==> src/hdl/psrb_pkg.sv <==
package psrb_pkg;
   // wishbone register map, byte addresses of 32-bit words
   localparam logic [7:0] PSRB_ADDR_RELAY_LO = 8'h00;
   localparam logic [7:0] PSRB_ADDR_RELAY_HI = 8'h04;
   localparam logic [7:0] PSRB_ADDR_SYSFLAG = 8'h08;
   localparam logic [7:0] PSRB_ADDR_CTRL = 8'h0c;
   localparam logic [7:0] PSRB_ADDR_TERM_WORD = 8'h10;
   localparam logic [7:0] PSRB_ADDR_STATUS = 8'h14;
   localparam logic [7:0] PSRB_ADDR_ERR_STEP = 8'h18;
   localparam logic [7:0] PSRB_ADDR_RUN = 8'h1c;
   localparam logic [7:0] PSRB_ADDR_DATA_BASE = 8'h80;
   // user data words 100..119 sit at data base + 4*(n-100)
   localparam int PSRB_DATA_FIRST = 100;
   localparam int PSRB_DATA_WORDS = 20;
   localparam int PSRB_DATA_AW = 5;
   // system flag word bit positions
   localparam int PSRB_SF_DIAG = 0;
   localparam int PSRB_SF_LIVE = 1;
   localparam int PSRB_SF_STICKY = 2;
   localparam int PSRB_SF_ONE = 3;
   localparam int PSRB_SF_ZERO = 4;
   localparam int PSRB_SF_FSP = 5;
   localparam int PSRB_SF_FSPN = 6;
   // control word: terminal bits 11:0, source select bit 12
   localparam int PSRB_TERM_BITS = 12;
   localparam int PSRB_CTRL_SRC = 12;
   // run word: bit0 run/stop, bit1 scan end strobe (write-only)
   localparam int PSRB_RUN_BIT = 0;
   localparam int PSRB_SCAN_END_BIT = 1;
   localparam int PSRB_STATUS_BITS = 20;
   localparam logic [31:0] PSRB_RST_WORD = 32'h0000_0000;
   localparam logic [15:0] PSRB_RST_HALF = 16'h0000;
   localparam logic [11:0] PSRB_RST_TERM = 12'h000;
endpackage

==> src/hdl/psrb_relay_bank.sv <==
`timescale 1ns/1ps
`default_nettype none
// Operation
// - sixty-four free user relay bits, no system meaning
// - user parameters 506..515 map onto free data words 100..119
// - self-diagnostic error flag set when diagnosis finds an error
// - live operation error flag follows the error condition
// - sticky operation error flag holds until explicitly cleared
// - one flag always one, another always zero
// - first-scan pulse high for exactly one scan after run
// - inverted first-scan flag low for exactly one scan after run
// - first-scan flags pulse only outside stop; levels follow stop/run
// - forward and reverse start bits drive the start terminals
// - speed, inch, second function, current input bits drive terminals
// - shutoff, self-hold, changeover bits drive their terminals
// - reset control bit drives the drive reset terminal
// - eleven virtual output bits mirror the assigned output functions
// - virtual outputs update without an output card fitted
// - source select: control word bits when clear, terminal word when set
// - source selection switches all twelve terminal bits together
// - error step word captured only on sticky flag rising
module psrb_relay_bank
(
   input wire logic ref_clk,
   input wire logic sys_rst,
   // classic wishbone slave
   input wire logic wb_cyc_i,
   input wire logic wb_stb_i,
   input wire logic wb_we_i,
   input wire logic [7:0] wb_adr_i,
   input wire logic [3:0] wb_sel_i,
   input wire logic [31:0] wb_dat_i,
   output logic [31:0] wb_dat_o,
   output logic wb_ack_o,
   // engine events, same clock
   input wire logic diag_error,
   input wire logic instr_error,
   input wire logic [15:0] instr_error_step,
   // drive status pins, asynchronous
   input wire logic [8:0] drive_status_in,
   input wire logic [10:0] virtual_out_in,
   // drive input terminals
   output logic forward_start,
   output logic reverse_start,
   output logic speed_sel_high,
   output logic speed_sel_mid,
   output logic speed_sel_low,
   output logic inch_mode_sel,
   output logic second_function_sel,
   output logic current_input_sel,
   output logic changeover_sel,
   output logic output_shutoff,
   output logic self_hold_sel,
   output logic drive_reset_in,
   // system flags
   output logic self_diag_error_flag,
   output logic live_op_error_flag,
   output logic sticky_op_error_flag,
   output logic always_one_flag,
   output logic always_zero_flag,
   output logic first_scan_pulse,
   output logic first_scan_pulse_n
);
   import psrb_pkg::*;

   ////////////////////////////////////////////////////////////////////////
   // helpers

   // byte-lane merge for 32-bit writes
   function automatic logic [31:0] lane_merge(input logic [31:0] old_v,
      input logic [31:0] new_v, input logic [3:0] sel);
      logic [31:0] r;
      r = old_v;
      for (int i = 0; i < 4; i++)
      begin
         if (sel[i])
         begin
            r[8*i +: 8] = new_v[8*i +: 8];
         end
      end
      return r;
   endfunction

   ////////////////////////////////////////////////////////////////////////
   // pin synchronisers

   logic [19:0] stat_meta_reg, stat_meta_next;
   logic [19:0] stat_sync_reg, stat_sync_next;
   logic [19:0] stat_scan_reg, stat_scan_next;

   always_comb
   begin
      stat_meta_next = {virtual_out_in, drive_status_in};
      stat_sync_next = stat_meta_reg;
   end

   ////////////////////////////////////////////////////////////////////////
   // bus state

   logic ack_reg, ack_next;
   logic [31:0] rdat_reg, rdat_next;
   logic rd_mem_reg, rd_mem_next;
   logic [31:0] relay_lo_reg, relay_lo_next;
   logic [31:0] relay_hi_reg, relay_hi_next;
   logic [12:0] ctrl_reg, ctrl_next;
   logic [15:0] term_word_reg, term_word_next;
   logic run_reg, run_next;
   logic live_reg, live_next;
   logic sticky_reg, sticky_next;
   logic diag_reg, diag_next;
   logic [15:0] step_reg, step_next;
   logic fsp_reg, fsp_next;
   logic fsp_done_reg, fsp_done_next;
   logic [11:0] term_reg, term_next;
   logic req;
   logic wr;
   logic scan_end;
   logic mem_hit;
   logic [7:0] mem_off;
   logic [31:0] wmask;
   logic [15:0] mem_rdata;

   assign req = wb_cyc_i & wb_stb_i & ~ack_reg;
   assign wr = req & wb_we_i;
   assign mem_off = wb_adr_i - PSRB_ADDR_DATA_BASE;
   assign mem_hit = (wb_adr_i >= PSRB_ADDR_DATA_BASE)
      && (mem_off[7:2] < 6'(PSRB_DATA_WORDS)) && (wb_adr_i[1:0] == 2'h0);
   assign wmask = wb_dat_i;
   assign scan_end = wr && (wb_adr_i == PSRB_ADDR_RUN) && wb_sel_i[0]
      && wb_dat_i[PSRB_SCAN_END_BIT];

   // user data words, free for program use
   psrb_data_mem u_mem
   (
      .ref_clk(ref_clk),
      .we(wr & mem_hit & (&wb_sel_i[1:0])),
      .addr(mem_off[PSRB_DATA_AW+1:2]),
      .wdata(wb_dat_i[15:0]),
      .rdata(mem_rdata)
   );

   // register writes and flag updates
   always_comb
   begin
      relay_lo_next = relay_lo_reg;
      relay_hi_next = relay_hi_reg;
      ctrl_next = ctrl_reg;
      term_word_next = term_word_reg;
      run_next = run_reg;
      fsp_next = fsp_reg;
      fsp_done_next = fsp_done_reg;
      stat_scan_next = stat_scan_reg;
      if (wr)
      begin
         case (wb_adr_i)
            PSRB_ADDR_RELAY_LO: relay_lo_next = lane_merge(relay_lo_reg, wmask, wb_sel_i);
            PSRB_ADDR_RELAY_HI: relay_hi_next = lane_merge(relay_hi_reg, wmask, wb_sel_i);
            PSRB_ADDR_CTRL: ctrl_next = 13'(lane_merge(32'(ctrl_reg), wmask, wb_sel_i));
            PSRB_ADDR_TERM_WORD: term_word_next = 16'(lane_merge(32'(term_word_reg), wmask,
               wb_sel_i));
            PSRB_ADDR_RUN:
            begin
               if (wb_sel_i[0])
               begin
                  run_next = wb_dat_i[PSRB_RUN_BIT];
               end
            end
            default:
            begin
            end
         endcase
      end
      // first scan: high from run entry until first scan end
      if (!run_next)
      begin
         fsp_next = 1'b0; // stopped: pulse flags rest at stop levels
         fsp_done_next = 1'b0;
      end
      else if (!run_reg)
      begin
         fsp_next = 1'b1;
      end
      else if (scan_end && fsp_reg)
      begin
         fsp_next = 1'b0;
         fsp_done_next = 1'b1;
      end
      // status refreshed once per scan
      if (scan_end)
      begin
         stat_scan_next = stat_sync_reg;
      end
   end

   // error flags; a set wins over a same-cycle clear
   always_comb
   begin
      diag_next = diag_reg | diag_error;
      live_next = instr_error;
      sticky_next = sticky_reg;
      step_next = step_reg;
      if (wr && wb_adr_i == PSRB_ADDR_SYSFLAG && wb_sel_i[0])
      begin
         if (wb_dat_i[PSRB_SF_STICKY])
         begin
            sticky_next = 1'b0;
         end
         if (wb_dat_i[PSRB_SF_DIAG])
         begin
            diag_next = diag_error;
         end
      end
      if (instr_error)
      begin
         sticky_next = 1'b1;
      end
      if (instr_error && !sticky_reg)
      begin
         step_next = instr_error_step; // capture only on rise
      end
   end

   // terminal source mux, whole group switched together
   always_comb
   begin
      if (ctrl_reg[PSRB_CTRL_SRC])
      begin
         term_next = term_word_reg[PSRB_TERM_BITS-1:0];
      end
      else
      begin
         term_next = ctrl_reg[PSRB_TERM_BITS-1:0];
      end
   end

   // read mux; unmapped reads return zero, still acked
   always_comb
   begin
      ack_next = req;
      rd_mem_next = req & mem_hit;
      rdat_next = PSRB_RST_WORD;
      case (wb_adr_i)
         PSRB_ADDR_RELAY_LO: rdat_next = relay_lo_reg;
         PSRB_ADDR_RELAY_HI: rdat_next = relay_hi_reg;
         PSRB_ADDR_SYSFLAG: rdat_next = 32'({first_scan_pulse_n, first_scan_pulse,
            1'b0, 1'b1, sticky_reg, live_reg, diag_reg});
         PSRB_ADDR_CTRL: rdat_next = 32'(ctrl_reg);
         PSRB_ADDR_TERM_WORD: rdat_next = 32'(term_word_reg);
         PSRB_ADDR_STATUS: rdat_next = 32'(stat_scan_reg);
         PSRB_ADDR_ERR_STEP: rdat_next = 32'(step_reg);
         PSRB_ADDR_RUN: rdat_next = 32'(run_reg);
         default: rdat_next = PSRB_RST_WORD;
      endcase
   end

   ////////////////////////////////////////////////////////////////////////
   // registers

   always_ff @(posedge ref_clk)
   begin
      stat_meta_reg <= stat_meta_next;
      stat_sync_reg <= stat_sync_next;
      if (sys_rst)
      begin
         ack_reg <= 1'b0;
         rdat_reg <= PSRB_RST_WORD;
         rd_mem_reg <= 1'b0;
         relay_lo_reg <= PSRB_RST_WORD;
         relay_hi_reg <= PSRB_RST_WORD;
         ctrl_reg <= 13'(PSRB_RST_WORD);
         term_word_reg <= PSRB_RST_HALF;
         run_reg <= 1'b0;
         live_reg <= 1'b0;
         sticky_reg <= 1'b0;
         diag_reg <= 1'b0;
         step_reg <= PSRB_RST_HALF;
         fsp_reg <= 1'b0;
         fsp_done_reg <= 1'b0;
         term_reg <= PSRB_RST_TERM;
         stat_scan_reg <= 20'(PSRB_RST_WORD);
      end
      else
      begin
         ack_reg <= ack_next;
         rdat_reg <= rdat_next;
         rd_mem_reg <= rd_mem_next;
         relay_lo_reg <= relay_lo_next;
         relay_hi_reg <= relay_hi_next;
         ctrl_reg <= ctrl_next;
         term_word_reg <= term_word_next;
         run_reg <= run_next;
         live_reg <= live_next;
         sticky_reg <= sticky_next;
         diag_reg <= diag_next;
         step_reg <= step_next;
         fsp_reg <= fsp_next;
         fsp_done_reg <= fsp_done_next;
         term_reg <= term_next;
         stat_scan_reg <= stat_scan_next;
      end
   end

   ////////////////////////////////////////////////////////////////////////
   // outputs

   assign wb_ack_o = ack_reg;
   assign wb_dat_o = rd_mem_reg ? 32'(mem_rdata) : rdat_reg;
   // terminals from term_reg, the selected source registered one cycle after the mux
   assign forward_start = term_reg[0];
   assign reverse_start = term_reg[1];
   assign speed_sel_high = term_reg[2];
   assign speed_sel_mid = term_reg[3];
   assign speed_sel_low = term_reg[4];
   assign inch_mode_sel = term_reg[5];
   assign second_function_sel = term_reg[6];
   assign current_input_sel = term_reg[7];
   assign changeover_sel = term_reg[8];
   assign output_shutoff = term_reg[9];
   assign self_hold_sel = term_reg[10];
   assign drive_reset_in = term_reg[11];
   assign self_diag_error_flag = diag_reg;
   assign live_op_error_flag = live_reg;
   assign sticky_op_error_flag = sticky_reg;
   // constant flags ignore run/stop
   assign always_one_flag = 1'b1;
   assign always_zero_flag = 1'b0;
   // stopped: pulse low, inverted low; first scan: 1/0; later: 0/1
   assign first_scan_pulse = fsp_reg;
   assign first_scan_pulse_n = fsp_done_reg;
endmodule // psrb_relay_bank
`default_nettype wire

==> src/hdl/psrb_data_mem.sv <==
`timescale 1ns/1ps
`default_nettype none
module psrb_data_mem
(
   input wire logic ref_clk,
   input wire logic we,
   input wire logic [psrb_pkg::PSRB_DATA_AW-1:0] addr,
   input wire logic [15:0] wdata,
   output logic [15:0] rdata
);
   import psrb_pkg::*;
   logic [15:0] mem_reg [0:PSRB_DATA_WORDS-1];
   logic [15:0] rdata_reg;

   // registered read; memory contents are not reset, like user ram
   always_ff @(posedge ref_clk)
   begin
      if (we)
      begin
         mem_reg[addr] <= wdata;
      end
      rdata_reg <= mem_reg[addr];
   end
   assign rdata = rdata_reg;
endmodule // psrb_data_mem
`default_nettype wire

==> config.mk <==
export PLATFORM = sky130hd
export DESIGN_NAME = psrb_relay_bank
export DESIGN_NICKNAME = d
export VERILOG_FILES = /design/src/hdl/psrb_pkg.sv /design/src/hdl/psrb_relay_bank.sv /design/src/hdl/psrb_data_mem.sv
export SDC_FILE = /design/constraint.sdc
export NUM_CORES = 1
export LEC_CHECK = 0
export BUFFER_PORTS_ARGS = -buffer_cell sky130_fd_sc_hd__clkbuf_2
export CORE_UTILIZATION = 63
export CTS_BUF_LIST = sky130_fd_sc_hd__clkbuf_8
export DETAILED_ROUTE_END_ITERATION = 10
export GPL_ROUTABILITY_DRIVEN = 0
export PLACE_DENSITY = 0.82
export SKIP_LAST_GASP = 1
export SYNTH_ARGS = -nofsm -noshare
export SYNTH_HDL_FRONTEND = slang
export SYNTH_SLANG_ARGS = --single-unit
export TNS_END_PERCENT = 10
==> constraint.sdc <==
create_clock -name ref_clk -period 3.5 [get_ports ref_clk]
set_input_delay 0.875 -clock ref_clk [delete_from_list [all_inputs] [get_ports ref_clk]]
set_output_delay 0.875 -clock ref_clk [all_outputs]
set_load 0.01 [all_outputs]
After elaboration in Yosys (flattened, before gate mapping)
Memory sizes are Yosys's and may differ from the RTL's. A register that Yosys moved wholly into a read port is not among the register bits.
Cells that the tools add are included.
{"block": "totals", "out_inout_bits": 52, "mem_count": 1, "word_cells": 92, "ff_bits": 221, "in_bits": 87, "ramBits": 320}
{"name": "u_mem.mem_reg", "words": 20, "word_bits": 16, "read_ports": 1, "rd_ports_with_merged_regs": 1, "wr": 1, "line_no": "psrb_data_mem.sv:12", "source": "logic [15:0] mem_reg [0:PSRB_DATA_WORDS-1];"}
{"block": "classes", "n_mux": 15, "reduce_logical": 30, "eq_ne": 8, "addsub": 1, "n_lt_le_gt_ge": 2, "n_bitwise": 9}
{"op": "case mux 32 bit (8 select lines)", "n": 1}
{"op": "AND reduction 3 bit", "n": 12}
{"op": "equality test 8 x 5 -> 1 bit, second input constant", "n": 4}
{"op": "2-to-1 mux 32 bit", "n": 1}
{"op": "equality test 8 x 4 -> 1 bit, second input constant", "n": 2}
{"op": "2-to-1 mux 1 bit", "n": 12}
{"op": "2-to-1 mux 12 bit", "n": 1}
{"op": "logical AND 1 bit", "n": 9}
{"op": "equality test 8 x 3 -> 1 bit, second input constant", "n": 1}
{"op": "greater-or-equal comparator 8 bit, second input constant", "n": 1}
{"op": "logical NOT 8 bit", "n": 1}
{"op": "subtractor 8 bit, second input constant", "n": 1}
{"op": "bitwise AND 1 bit", "n": 6}
{"op": "< comparator 6 x 5 -> 1 bit, second input constant", "n": 1}
{"op": "AND reduction 2 bit", "n": 3}
{"op": "nonzero test 2 bit", "n": 2}
{"op": "logical NOT 2 bit", "n": 1}
{"op": "!= test 2 x 1 -> 1 bit, second input constant", "n": 1}
{"op": "NOT 1 bit", "n": 2}
{"op": "OR reduction 2 bit", "n": 1}
{"op": "logical NOT 1 bit", "n": 1}
{"op": "OR 1 bit", "n": 1}

Logic depth before layout (Yosys ltp)
Gate-level depths: netlist of the first run.
{"block": "depth", "ltp_word": 9, "ltp_mapped": 8, "mapped_depth_nobuf": 4}

Hierarchy
A second synthesis of the first run with hierarchy kept.
{"block": "hier_totals", "hier_cells": 1513, "area_unflattened_um2": 21195.3}
{"module": "psrb_data_mem", "cells_each": 679, "seq_area_each_um2": 9929.5, "instances": 1, "area_each_um2": 12758.5}
{"module": "psrb_relay_bank", "cells_each": 834, "seq_area_each_um2": 4424.2, "instances": 1, "area_each_um2": 8436.8}

Worst setup path after synthesis of the first run
Ideal clock, no wire load.
{"block": "synth_path", "kind": "input to register", "start": "input wb_adr_i[4]", "end": "memory u_mem.mem_reg[7][0] (enable)", "n_path_buf": 2, "arrival_ns": 2.838, "cell_stages": 6, "setup_time_ns": 0.388, "setup_slack_ns": 0.274, "required_time_ns": 3.112, "path_cell_list": "buf_6 buf_2 o21a_1 nor4b_1 nand3_1 nor2_1"}
{"block": "synth_between", "elab_chain_cells": 8, "elab_cells_between_ends": 9}
{"element": "from (decl)", "line_no": "psrb_relay_bank.sv:30", "source": "input wire logic [7:0] wb_adr_i,"}
{"element": "subtractor 8 bit", "line_no": "psrb_relay_bank.sv:125", "source": "assign mem_off = wb_adr_i - PSRB_ADDR_DATA_BASE;"}
{"element": "< comparator 6 x 5 -> 1 bit", "line_no": "psrb_relay_bank.sv:127", "source": "&& (mem_off[7:2] < 6'(PSRB_DATA_WORDS)) && (wb_adr_i[1:0] == 2'h0);"}
{"element": "logical AND 1 bit (2 in series)", "line_no": "psrb_relay_bank.sv:127"}
{"element": "bitwise AND 1 bit (2 in series)", "line_no": "psrb_relay_bank.sv:136", "source": ".we(wr & mem_hit & (&wb_sel_i[1:0])),"}
{"element": "2-to-1 mux 1 bit", "line_no": "psrb_data_mem.sv:18", "source": "if (we)"}
{"element": "2-to-1 mux 1 bit (not written as such)", "line_no": "psrb_data_mem.sv:20", "source": "mem_reg[addr] <= wdata;"}
{"element": "to (decl)", "line_no": "psrb_data_mem.sv:12"}
Parallel ways exist; a longest one is shown, timed or not.

Worst setup path after layout of the first run
{"block": "layout_path", "start": "register rd_mem_reg", "end": "output wb_dat_o[13]"}
{"block": "layout_between", "elab_chain_cells": 1}
{"element": "from (decl)", "line_no": "psrb_relay_bank.sv:102", "source": "logic rd_mem_reg, rd_mem_next;"}
{"element": "from (signal assigned)", "line_no": "psrb_relay_bank.sv:286", "source": "rd_mem_reg <= rd_mem_next;"}
{"element": "2-to-1 mux 32 bit", "line_no": "psrb_relay_bank.sv:307", "source": "assign wb_dat_o = rd_mem_reg ? 32'(mem_rdata) : rdat_reg;"}
{"element": "to (decl)", "line_no": "psrb_relay_bank.sv:33", "source": "output logic [31:0] wb_dat_o,"}
No other way between the ends.

==> out/results.env, run 1 <==
AVGSYNTHCELLAREA_UM2=14.31
VIAS_PER_CELL=6.280
TOP_USAGE_LAYER='met2'
SETUP_VIOL=0
CELLPOWERDENSITY_nW_PER_UM2=524.3
LAYOUTNONFILLERINSTCOUNT=2185
FIRST_PASS_ITERS=6
WORST-SLEW-PIN-TRANSITION_NS=1.129
FINALCRITICALPERIOD_NS=3.143
PRECTSSETUPSLACK_NS=0.4436
MIN_PERIOD_OVER_PERIOD_PCT=89.81
TOTALWIRELENGTH_UM=54530
VDD_DROP_MAX_V=0.0005461
DRT.ANTENNA.VIOLATING_NETS=0
POWER.SWITCHING_FRACTION_PCT=22.32
STDCELL_AREA_UM2=24400
TIMING.SETUP.TNS_NS=0
TIMING.FINAL.HOLD_VIOLATIONS=0
POWER.LEAKAGE_nW=9.049
ANTENNA_FOUND_INITIAL=1
SWITCHING_POWER_mW=2.855
ROUTED-VIA-COUNT=13722
GR-USAGE-MET2_PCT=49.78
ROUTED_LENGTH_PER_PLACED_INSTANCE_UM=24.95
POWER.SHARE.COMBINATIONAL_PCT=4.6
PLACED_CELLS=2033
GRT_PASS1_VIAS=13168
PLACEMENT.CELL_AREA_UM2=22720
YOSYS_WARNINGS=0
SYNTHTOPCELLSBYCOUNT='edfxtp_1 (320), dfxtp_1 (237), mux2i_1 (186)'
DRT_ITER0_MARKERS=1600
ANTENNA-DIODE-COUNT=0
END_KIND='output pin'
CTS.PATH.MAX_BUFFERS=3
WORST_R2R_PATH_DEPTH=6
CTS-BUFFERS-INSERTED=83
FIN_WORST_SKEW_NS=0.02819
NETLIST_TOP_CELLS_AREA='edfxtp_1 (45%), dfxtp_1 (22%), mux2i_1 (8.7%)'
WORSTSKEWPAIRLATENCY_NS=0.65
PATH_DELAY_FAMILY='flip-flops'
POST-CTS-SETUP-BUFFER-COUNT=0
DP_HPWL_UM=34800
SYN_INST=1492
MAXCLOCKFREQUENCY_MHz=318.1
BUFFER_PORTS.INSERTED=136
SYNTH_MOST_COMMON_CELL='edfxtp_1'
AREA_DELTA_SYNTH_FINAL_PCT=14.27
YS.FLOP_TYPE='edfxtp_1'
ASYNCSETRESETFLOPFRACSYNTH_PCT=0
GR-USAGE-ALL-LAYERS_PCT=32.20
BUF_INV_ON_CP=1
FP.COREAREA_UM2=33450
PIN_COUNT=139
HOLD_BUFFERS=0
LAYOUT-DRIVE-GT1-SHARE_PCT=23.55
LAYOUT.FILLER_CELLS=2058
CP_NUM_CELLS=2
SEQ_AREA_FRAC_SYNTH_PCT=67.22
LAYOUT.AREA.SEQ_UM2=14350
WORST_HOLD_CLASS='reg -> reg'
SYNTHESIS.NETS=1579
GRT_MAX_DEGREE=71
MAXCAPVIOLCOUNT=0
SYNTH_EDF_COUNT=320
GRT_SETUP_UNREPAIRED='false'
GRT_FIRST_PASS_WIRELENGTH_UM=79740
CTS_TREE='built'
PATH_MAX_FANOUT=18
DIE_AREA_UM2=34630
CP.REQUIRED_NS=2.62
TIMING.FINAL.MAX_SLEW_VIOLATIONS=0
SLEW_HEADROOM_PCT=24.56
MET3_USAGE_PCT=9.352
INTERNAL_PORTION_OF_TOTAL_POWER_mW=9.939
MET1_USAGE_PCT=43.23
WORST_SLACK_NS=0.3566
DIE_W_UM=186.1
CP_SLOWEST_CELL='dfxtp_1'
OUTCOME='completed'
FLOORPLAN.INITIALDENSITY_PCT=63.84
HTREE_LEVELS=3
MULTI_INPUT_COMB_AREA_UM2=6555
DRC=0
TIMING.CRITICAL_PATH.CELLS='mux2_2 -> clkbuf_2'
DIE_HEIGHT_UM=186.1
CTS_REPAIR_RESIZE_COUNT=0
SYNTH.CELL_AREA_UM2=21350
SHARE_OF_TOTAL_POWER_IN_THE_CLOCK_NETWORK_PCT=40.6
FP-ROW-COUNT=67
FINAL_NETS=1757
CTS_SINKS=557
CTS_ROOT_BUF='clkbuf_8'
CRIT_PATH_MAX_INCR_DELAY_NS=1.00
PART_OF_THE_POWER_IN_REGISTERS_PCT=54.7
CRIT_PATH_START_KIND='flip-flop'
WORSTSETUPPATHTYPE='reg -> out'
CLKSLEWWORSTSETUPHOLDPATHS_NS=0.07
SYNTH_CELL_TYPE_COUNT=62
SYNTH_TOP_CELL_BY_AREA='edfxtp_1'
GRT-OVFL-TOTAL=0
CRITPATHARRIVALTIME_NS=2.27
MAX_FFS_PER_REGISTER=320
POST-SYNTH-TOP-AREA-FRACTION_PCT=45.00
YS_FF_LATCH=557
HOLD-PATH-CELL-COUNT=0
layout make-up:
type	count	area share, %
flip-flops and latches	557	58.82
clock inverters	45	0.8717
repair buffers	189	5.030
clock buffers	107	6.035
well taps	448	2.297
multi-input cells	834	26.86
inverters	5	0.07692
metrics by stage:
stage	power (mW)	hold slack (ns)	util, %
2_1_floorplan	7.445	0.3096	-
3_3_place_gp	7.703	0.3106	67.91
3_5_place_dp	7.719	0.3121	67.91
4_1_cts	12.83	0.3068	72.95
5_1_grt	13.18	0.3116	72.95
6_report	12.79	0.3086	72.95
final timing paths:
check                              to  slack [ns]              start
setup reg to reg  u_mem.mem_reg[8][6]        1.00           wb_ack_o
setup / recovery         wb_dat_o[13]        0.36         rd_mem_reg
hold reg to reg     stat_sync_reg[15]        0.31  stat_meta_reg[15]
hold / removal      stat_sync_reg[15]        0.31  stat_meta_reg[15]
power groups by stage:
stage	logic (mW)	registers (mW)	clock network [mW]
after floorplan	0.318	7.13	0
after global placement	0.564	7.14	0
after detailed placement	0.578	7.14	0
after CTS	0.584	7.00	5.24
after global routing	0.621	7.00	5.56
final	0.593	7.00	5.20
routing by layer:
layer / share of wire [%] / up-vias
li1: - / 5937
met1: 38 / 6749
met2: 47 / 889
met3: 12 / 145
met4: 3.4 / 2
met5: 0.018 / -
cell families (layout without fill, tap and decap cells):
kind of cell           count (synthesis)  after routing  synth area share, %
buffers and inverters                101            346                2.139
multiplexers                         265            265                15.52
AO/OA/AOI/OAI                        173            173                5.449
flip-flops                           557            557                67.22
AND/OR/NAND/NOR                      394            394                9.633
other                                  2              2              0.03517
layout by cell type (no fill, tap or decap), types with 5 or more instances in the layout:
master	netlist	final
inv_1	5	37
clkbuf_2	0	134
nand3_1	19	19
nor2_1	111	111
a32oi_1	5	5
dfxtp_1	237	237
buf_12	0	11
o2bb2ai_1	5	5
nor2b_1	29	29
a41oi_1	5	5
nand2_1	94	94
edfxtp_1	320	320
o22ai_1	16	16
buf_4	4	43
o21ai_0	16	16
mux2_2	29	29
mux2i_1	186	186
nand4_1	8	8
mux4_2	50	50
a22oi_1	40	40
o211ai_1	17	17
nand2b_1	80	80
clkbuf_8	0	108
a21oi_1	45	45
Note: power is estimated with default switching activity, not from simulation.
==> inputs of run 2 (changes only) <==
--- a/config.mk
+++ b/config.mk
@@ -6,11 +6,11 @@
 export NUM_CORES = 1
 export LEC_CHECK = 0
 export BUFFER_PORTS_ARGS = -buffer_cell sky130_fd_sc_hd__clkbuf_2
-export CORE_UTILIZATION = 63
+export CORE_UTILIZATION = 40
 export CTS_BUF_LIST = sky130_fd_sc_hd__clkbuf_8
+export CTS_CLUSTER_DIAMETER = 150
 export DETAILED_ROUTE_END_ITERATION = 10
 export GPL_ROUTABILITY_DRIVEN = 0
-export PLACE_DENSITY = 0.82
 export SKIP_LAST_GASP = 1
 export SYNTH_ARGS = -nofsm -noshare
 export SYNTH_HDL_FRONTEND = slang
==> out/results.env, run 2 (synthesis results as in run 1) <==
MAXCLOCKFREQUENCY_MHz=345.7  # was 318.1 MHz
CTS_REPAIR_RESIZE_COUNT=0  # unchanged
WORSTSETUPPATHTYPE='reg -> out'  # unchanged
FIN_WORST_SKEW_NS=0.04133  # was 0.02819 ns
PIN_COUNT=139  # unchanged
WORST_HOLD_CLASS='in -> reg'  # was reg -> reg
DP_HPWL_UM=38080  # was 34800 um
END_KIND='output pin'  # unchanged
FINAL_NETS=1785  # was 1757
VIAS_PER_CELL=5.330  # was 6.280
CP.REQUIRED_NS=2.62  # about the same
GRT_PASS1_VIAS=13068  # was 13168
DRT.ANTENNA.VIOLATING_NETS=0  # unchanged
CP_SLOWEST_CELL='dfxtp_2'  # was dfxtp_1
TIMING.SETUP.TNS_NS=0  # unchanged
TIMING.FINAL.MAX_SLEW_VIOLATIONS=0  # unchanged
CRIT_PATH_START_KIND='flip-flop'  # unchanged
MAXCAPVIOLCOUNT=0  # unchanged
LAYOUT-DRIVE-GT1-SHARE_PCT=24.25  # was 23.55%
MOST-COMMON-LAYOUT-CELLS='edfxtp_1 (320), dfxtp_1 (236), mux2i_1 (186)'  # was edfxtp_1 (320), dfxtp_1 (237), mux2i_1 (186)
HOLD_BUFFERS=0  # unchanged
GRT-OVFL-TOTAL=0  # unchanged
SETUP_VIOL=0  # unchanged
MAX_FFS_PER_REGISTER=320  # unchanged
PATH_MAX_FANOUT=21  # was 18
OUTCOME='completed'  # unchanged
WORST-SLEW-PIN-TRANSITION_NS=0.9813  # was 1.129 ns
GR-USAGE-ALL-LAYERS_PCT=21.15  # was 32.20%
GRT_SETUP_UNREPAIRED='false'  # unchanged
WORSTSKEWPAIRLATENCY_NS=0.69  # was 0.65 ns
DRC=0  # unchanged
DRT_ITER0_MARKERS=1102  # was 1600
CTS_TREE='built'  # unchanged
HTREE_LEVELS=3  # unchanged
POST-CTS-SETUP-BUFFER-COUNT=0  # unchanged
CTS-BUFFERS-INSERTED=89  # was 83
AREA_DELTA_SYNTH_FINAL_PCT=16.88  # was 14.27%
MIN_PERIOD_OVER_PERIOD_PCT=82.66  # was 89.81%
FP.COREAREA_UM2=52660  # was 33450 um^2
ANTENNA_FOUND_INITIAL=0  # was 1
FINALCRITICALPERIOD_NS=2.893  # was 3.143 ns
POWER.LEAKAGE_nW=9.185  # was 9.049 nW
CRIT_PATH_MAX_INCR_DELAY_NS=0.73  # was 1.00 ns
LAYOUT.CELLS.MOST_COMMON='edfxtp_1'  # unchanged
DIE_HEIGHT_UM=233.0  # was 186.1 um
TIMING.CRITICAL_PATH.CELLS='mux2_2 -> clkbuf_2'  # unchanged
GRT_FIRST_PASS_WIRELENGTH_UM=83540  # was 79740 um
SLEW_HEADROOM_PCT=34.49  # was 24.56%
CELLPOWERDENSITY_nW_PER_UM2=520.1  # was 524.3 nW/um^2
CRITPATHARRIVALTIME_NS=2.02  # was 2.27 ns
ROUTED-VIA-COUNT=13097  # was 13722
CTS.PATH.MAX_BUFFERS=3  # unchanged
FP-ROW-COUNT=84  # was 67
ROUTED_LENGTH_PER_PLACED_INSTANCE_UM=23.17  # was 24.95 um
VDD_DROP_MAX_V=0.0003405  # was 0.0005461 V
GRT_MAX_DEGREE=75  # was 71
TIMING.FINAL.HOLD_VIOLATIONS=0  # unchanged
FLOORPLAN.INITIALDENSITY_PCT=40.55  # was 63.84%
REPORT.POWER.TOTAL_mW=12.98  # was 12.79 mW
FIRST_PASS_ITERS=5  # was 6
CTS_SINKS=557  # unchanged
DIE_AREA_UM2=54310  # was 34630 um^2
BUFFER_PORTS.INSERTED=136  # unchanged
CTS_ROOT_BUF='clkbuf_8'  # unchanged
TOTALWIRELENGTH_UM=56930  # was 54530 um
DIE_W_UM=233.0  # was 186.1 um
CLKSLEWWORSTSETUPHOLDPATHS_NS=0.06  # was 0.07 ns
ANTENNA-DIODE-COUNT=0  # unchanged
==> run 2: critical path: cells and delay by family, from the launching register on <==
kind / cells / cell delay, ns
muxes: 1 / 0.46
DFF: 1 / 0.73
buffers and inverters: 1 / 0.14
==> run 2: cell type report <==
type                            count  area (um^2)
Fill cell                        4637        27700
Inverter                            5        18.77
Tap cell                          688        860.8
Sequential cell                   557        14360
Clock inverter                     67        407.9
Clock buffer                       95         1308
Multi-Input combinational cell    834         6564
Timing Repair Buffer              211         1444
==> run 2: metrics by stage <==
stage	worst slack (ns)	area, um^2	utilization (%)	hold WS [ns]	std cells
2_1_floorplan	0.2735	21350	-	0.3096	1492
3_3_place_gp	0.4332	23240	44.14	0.3137	2295
3_5_place_dp	0.3815	23240	44.14	0.3121	2295
4_1_cts	0.5217	24960	47.40	0.2466	2457
5_1_grt	0.5101	24960	47.40	0.2710	2457
6_report	0.6070	24960	47.40	0.2904	2457
==> run 2: worst paths after layout <==
path	depth (start not counted)	end	from	slack (ns)
min	1	stat_meta_reg[17]	virtual_out_in[8]	0.29
max	2	wb_dat_o[11]	rd_mem_reg	0.61
min reg2reg	0	stat_sync_reg[13]	stat_meta_reg[13]	0.33
max reg2reg	4	ctrl_reg[8]	wb_ack_o	1.20
==> run 2: power by group <==
group          switching (mW)  internal (mW)  leakage [nW]  total [mW]
combinational           0.394          0.213          3.38       0.607
clock                    2.54           2.82         0.997        5.37
sequential             0.0304           6.98          4.81        7.01
==> run 2: layer usage <==
metal	GRT usage, %	up-vias	part of all wire, %	wire length [um]
li1	-	5970	-	-
met1	29.52	6544	44	25000
met2	32.45	487	46	26430
met3	4.669	96	7.4	4210
met4	7.312	0	2.3	1295
met5	0	-	0	0
==> inputs of run 3 (changes only) <==
==> constraint.sdc (replaced) <==
create_clock -name ref_clk -period 2.4 [get_ports ref_clk]
set_input_delay 0.6 -clock ref_clk [delete_from_list [all_inputs] [get_ports ref_clk]]
set_output_delay 0.6 -clock ref_clk [all_outputs]
set_load 0.01 [all_outputs]
==> out/results.env, run 3 (synthesis results as in run 1) <==
OUTCOME='completed'  # unchanged
MAXCLOCKFREQUENCY_MHz=419.7
END_KIND='output pin'  # unchanged
MIN_PERIOD_OVER_PERIOD_PCT=99.27
PATH_MAX_FANOUT=11  # was 21
TIMING.REG2REG.SETUP_SLACK_NS=0.45  # was 1.20 ns
FP-ROW-COUNT=84  # unchanged
GRT_PASS1_VIAS=13591  # was 13068
WORST_HOLD_STARTPOINT='instr_error_step[10]'  # was virtual_out_in[8]
ROUTED-VIA-COUNT=13594  # was 13097
CTS-BUFFERS-INSERTED=90  # was 89
TOP_USAGE_LAYER='met2'  # unchanged
CTS_ROOT_BUF='clkbuf_8'  # unchanged
AREA_DELTA_SYNTH_FINAL_PCT=23.02  # was 16.88%
POWER.SWITCHING_FRACTION_PCT=23.17  # was 22.87%
CRITPATHARRIVALTIME_NS=1.78  # was 2.02 ns
WORST_R2R_PATH_DEPTH=7  # was 4
SLEW_HEADROOM_PCT=45.41  # was 34.49%
CTS_TREE='built'  # unchanged
CRIT-REG2REG-CAPTURE='u_mem.mem_reg[12][14]'  # was ctrl_reg[8]
VDD_DROP_MAX_V=0.0006134  # was 0.0003405 V
GRT_MAX_DEGREE=56  # was 75
DRC=0  # unchanged
POWER.SHARE.COMBINATIONAL_PCT=5.5  # was 4.7%
DRT.ANTENNA.VIOLATING_NETS=0  # unchanged
GRT_SETUP_UNREPAIRED='true'  # was false
FLOORPLAN.INITIALDENSITY_PCT=40.55  # unchanged
MOST-COMMON-LAYOUT-CELLS='edfxtp_1 (320), dfxtp_1 (236), mux2i_1 (186)'  # unchanged
STDCELL_AREA_UM2=26270  # was 24960 um^2
FIRST_PASS_ITERS=5  # unchanged
BUFFER_PORTS.INSERTED=136  # unchanged
MET1_USAGE_PCT=30.50  # was 29.52%
MAXCAPVIOLCOUNT=0  # unchanged
HTREE_LEVELS=3  # unchanged
LAYOUT.FILLER_CELLS=4513  # was 4637
INTERNAL_PORTION_OF_TOTAL_POWER_mW=14.55  # was 10.01 mW
DP_HPWL_UM=40500  # was 38080 um
POWER.LEAKAGE_nW=9.743  # was 9.185 nW
DIE_AREA_UM2=54310  # unchanged
VIAS_PER_CELL=5.318  # was 5.330
WORST_HOLD_CLASS='in -> reg'  # unchanged
MIN_TO='step_reg[10]'  # was stat_meta_reg[17]
WORST-SLEW-PIN-TRANSITION_NS=0.8188  # was 0.9813 ns
TIMING.FINAL.MAX_SLEW_VIOLATIONS=0  # unchanged
SWITCHING_POWER_mW=4.388  # was 2.969 mW
PLACED_CELLS=2374  # was 2295
LAYOUT.AREA.SEQ_UM2=14360  # about the same
SETUP_VIOL=0  # unchanged
DIE_W_UM=233.0  # unchanged
ANTENNA_FOUND_INITIAL=0  # unchanged
FINAL_NETS=1887  # was 1785
DIE_HEIGHT_UM=233.0  # unchanged
PLACEMENT.CELL_AREA_UM2=24320  # was 23240 um^2
CTS.PATH.MAX_BUFFERS=3  # unchanged
FIN_WORST_SKEW_NS=0.03700  # was 0.04133 ns
CP.REQUIRED_NS=1.80  # was 2.62 ns
DRT_ITER0_MARKERS=1232  # was 1102
HOLD-PATH-CELL-COUNT=3  # was 1
TOTALWIRELENGTH_UM=59720  # was 56930 um
WORST_R2R_STARTPOINT='wb_ack_o'  # unchanged
WORSTSETUPPATHTYPE='reg -> out'  # unchanged
SHARE_OF_TOTAL_POWER_IN_THE_CLOCK_NETWORK_PCT=40.6  # was 41.4%
PIN_COUNT=139  # unchanged
MAX_FFS_PER_REGISTER=320  # unchanged
FP.COREAREA_UM2=52660  # unchanged
CELLPOWERDENSITY_nW_PER_UM2=720.8  # was 520.1 nW/um^2
LAYOUTNONFILLERINSTCOUNT=2556  # was 2457
CLKSLEWWORSTSETUPHOLDPATHS_NS=0.06  # about the same
LAYOUT.CELLS.MOST_COMMON='edfxtp_1'  # unchanged
MET3_USAGE_PCT=5.037  # was 4.669%
GRT-OVFL-TOTAL=0  # unchanged
GR-USAGE-ALL-LAYERS_PCT=22.14  # was 21.15%
GRT_FIRST_PASS_WIRELENGTH_UM=87340  # was 83540 um
WORSTSKEWPAIRLATENCY_NS=0.68  # was 0.69 ns
CRIT_PATH_START_KIND='flip-flop'  # unchanged
LAYOUT-DRIVE-GT1-SHARE_PCT=28.71  # was 24.25%
TIMING.FINAL.HOLD_VIOLATIONS=0  # unchanged
GR-USAGE-MET2_PCT=34.93  # was 32.45%
HOLD_WS_NS=0.1425  # was 0.2904 ns
CTS_SINKS=557  # unchanged
ROUTED_LENGTH_PER_PLACED_INSTANCE_UM=23.36  # was 23.17 um
PART_OF_THE_POWER_IN_REGISTERS_PCT=53.9  # was 54.0%
MULTI_INPUT_COMB_AREA_UM2=6753  # was 6564 um^2
FINALCRITICALPERIOD_NS=2.382
==> run 3: changes by cell type in the layout (fill, tap and decap cells not counted), moves of 4 or more <==
cell           delta
dlygate4sd3_1    +20
nand3_2           +4
nor2_4           +20
buf_4            +55
clkinv_1          -4
nand3_1           -4
clkbuf_8          +6
buf_12           +25
nor2_1           -20
inv_6             -4
==> run 3: routing by layer <==
| layer | routed length [um] | up-vias |
|---|---|---|
| li1 | - | 6188 |
| met1 | 26200 | 6796 |
| met2 | 27910 | 524 |
| met3 | 4254 | 86 |
| met4 | 1348 | 0 |
| met5 | 0 | - |
==> run 3: worst max path at each step <==
stage | start | endpoint | cells after the start
6_report | rd_mem_reg | wb_dat_o[11] | 3
5_1_grt | rd_mem_reg | wb_dat_o[11] | 3
4_1_cts | rd_mem_reg | wb_dat_o[11] | 3
3_5_place_dp | wb_adr_i[1] | u_mem.mem_reg[12][14] | 8
3_3_place_gp | wb_adr_i[1] | u_mem.mem_reg[3][9] | 8
2_1_floorplan | wb_adr_i[2] | u_mem.mem_reg[13][0] | 7
==> run 3: worst max-delay path: stages (launching register included) <==
cell and delay (ns):
dfxtp_4 0.41, buf_12 0.16, mux2_2 0.38, clkbuf_2 0.15
==> run 3: area by class of cell <==
class | instances | share of cell area [%]
tap | 688 | 3.277
timing repair buffer | 312 | 9.831
clock inverter | 58 | 1.157
clock buffer | 101 | 5.292
inverter | 5 | 0.07145
sequential | 557 | 54.66
antenna | 1 | 0.009526
multi-input combinational | 834 | 25.71
==> run 3: timing repair <==
action	in CTS	in global routing
setup endpoints to repair	16	16
hold buffers	20	0
gates cloned	0	1
gates resized for setup	3	3
endpoints found under the hold margin	20	0
buffers inserted	0	1
==> run 3: metrics by stage <==
step	util, %	setup WS [ns]	power (mW)	setup TNS, ns
after global placement	46.19	-0.1238	11.41	-34.44
after global routing	49.88	-0.03384	19.60	-0.2247
after floorplan	-	-0.1374	10.87	-36.35
after detailed placement	46.19	-0.1452	11.42	-41.10
final	49.89	0.01759	18.94	0
after CTS	49.81	-0.001829	19.10	-0.001893
==> run 3: power by group through the flow <==
stage          clock network [mW]  logic, mW  registers, mW
2_1_floorplan                   0      0.474           10.4
3_3_place_gp                    0       1.00           10.4
3_5_place_dp                    0       1.01           10.4
4_1_cts                      7.86       1.04           10.2
5_1_grt                      8.30       1.10           10.2
6_report                     7.69       1.04           10.2
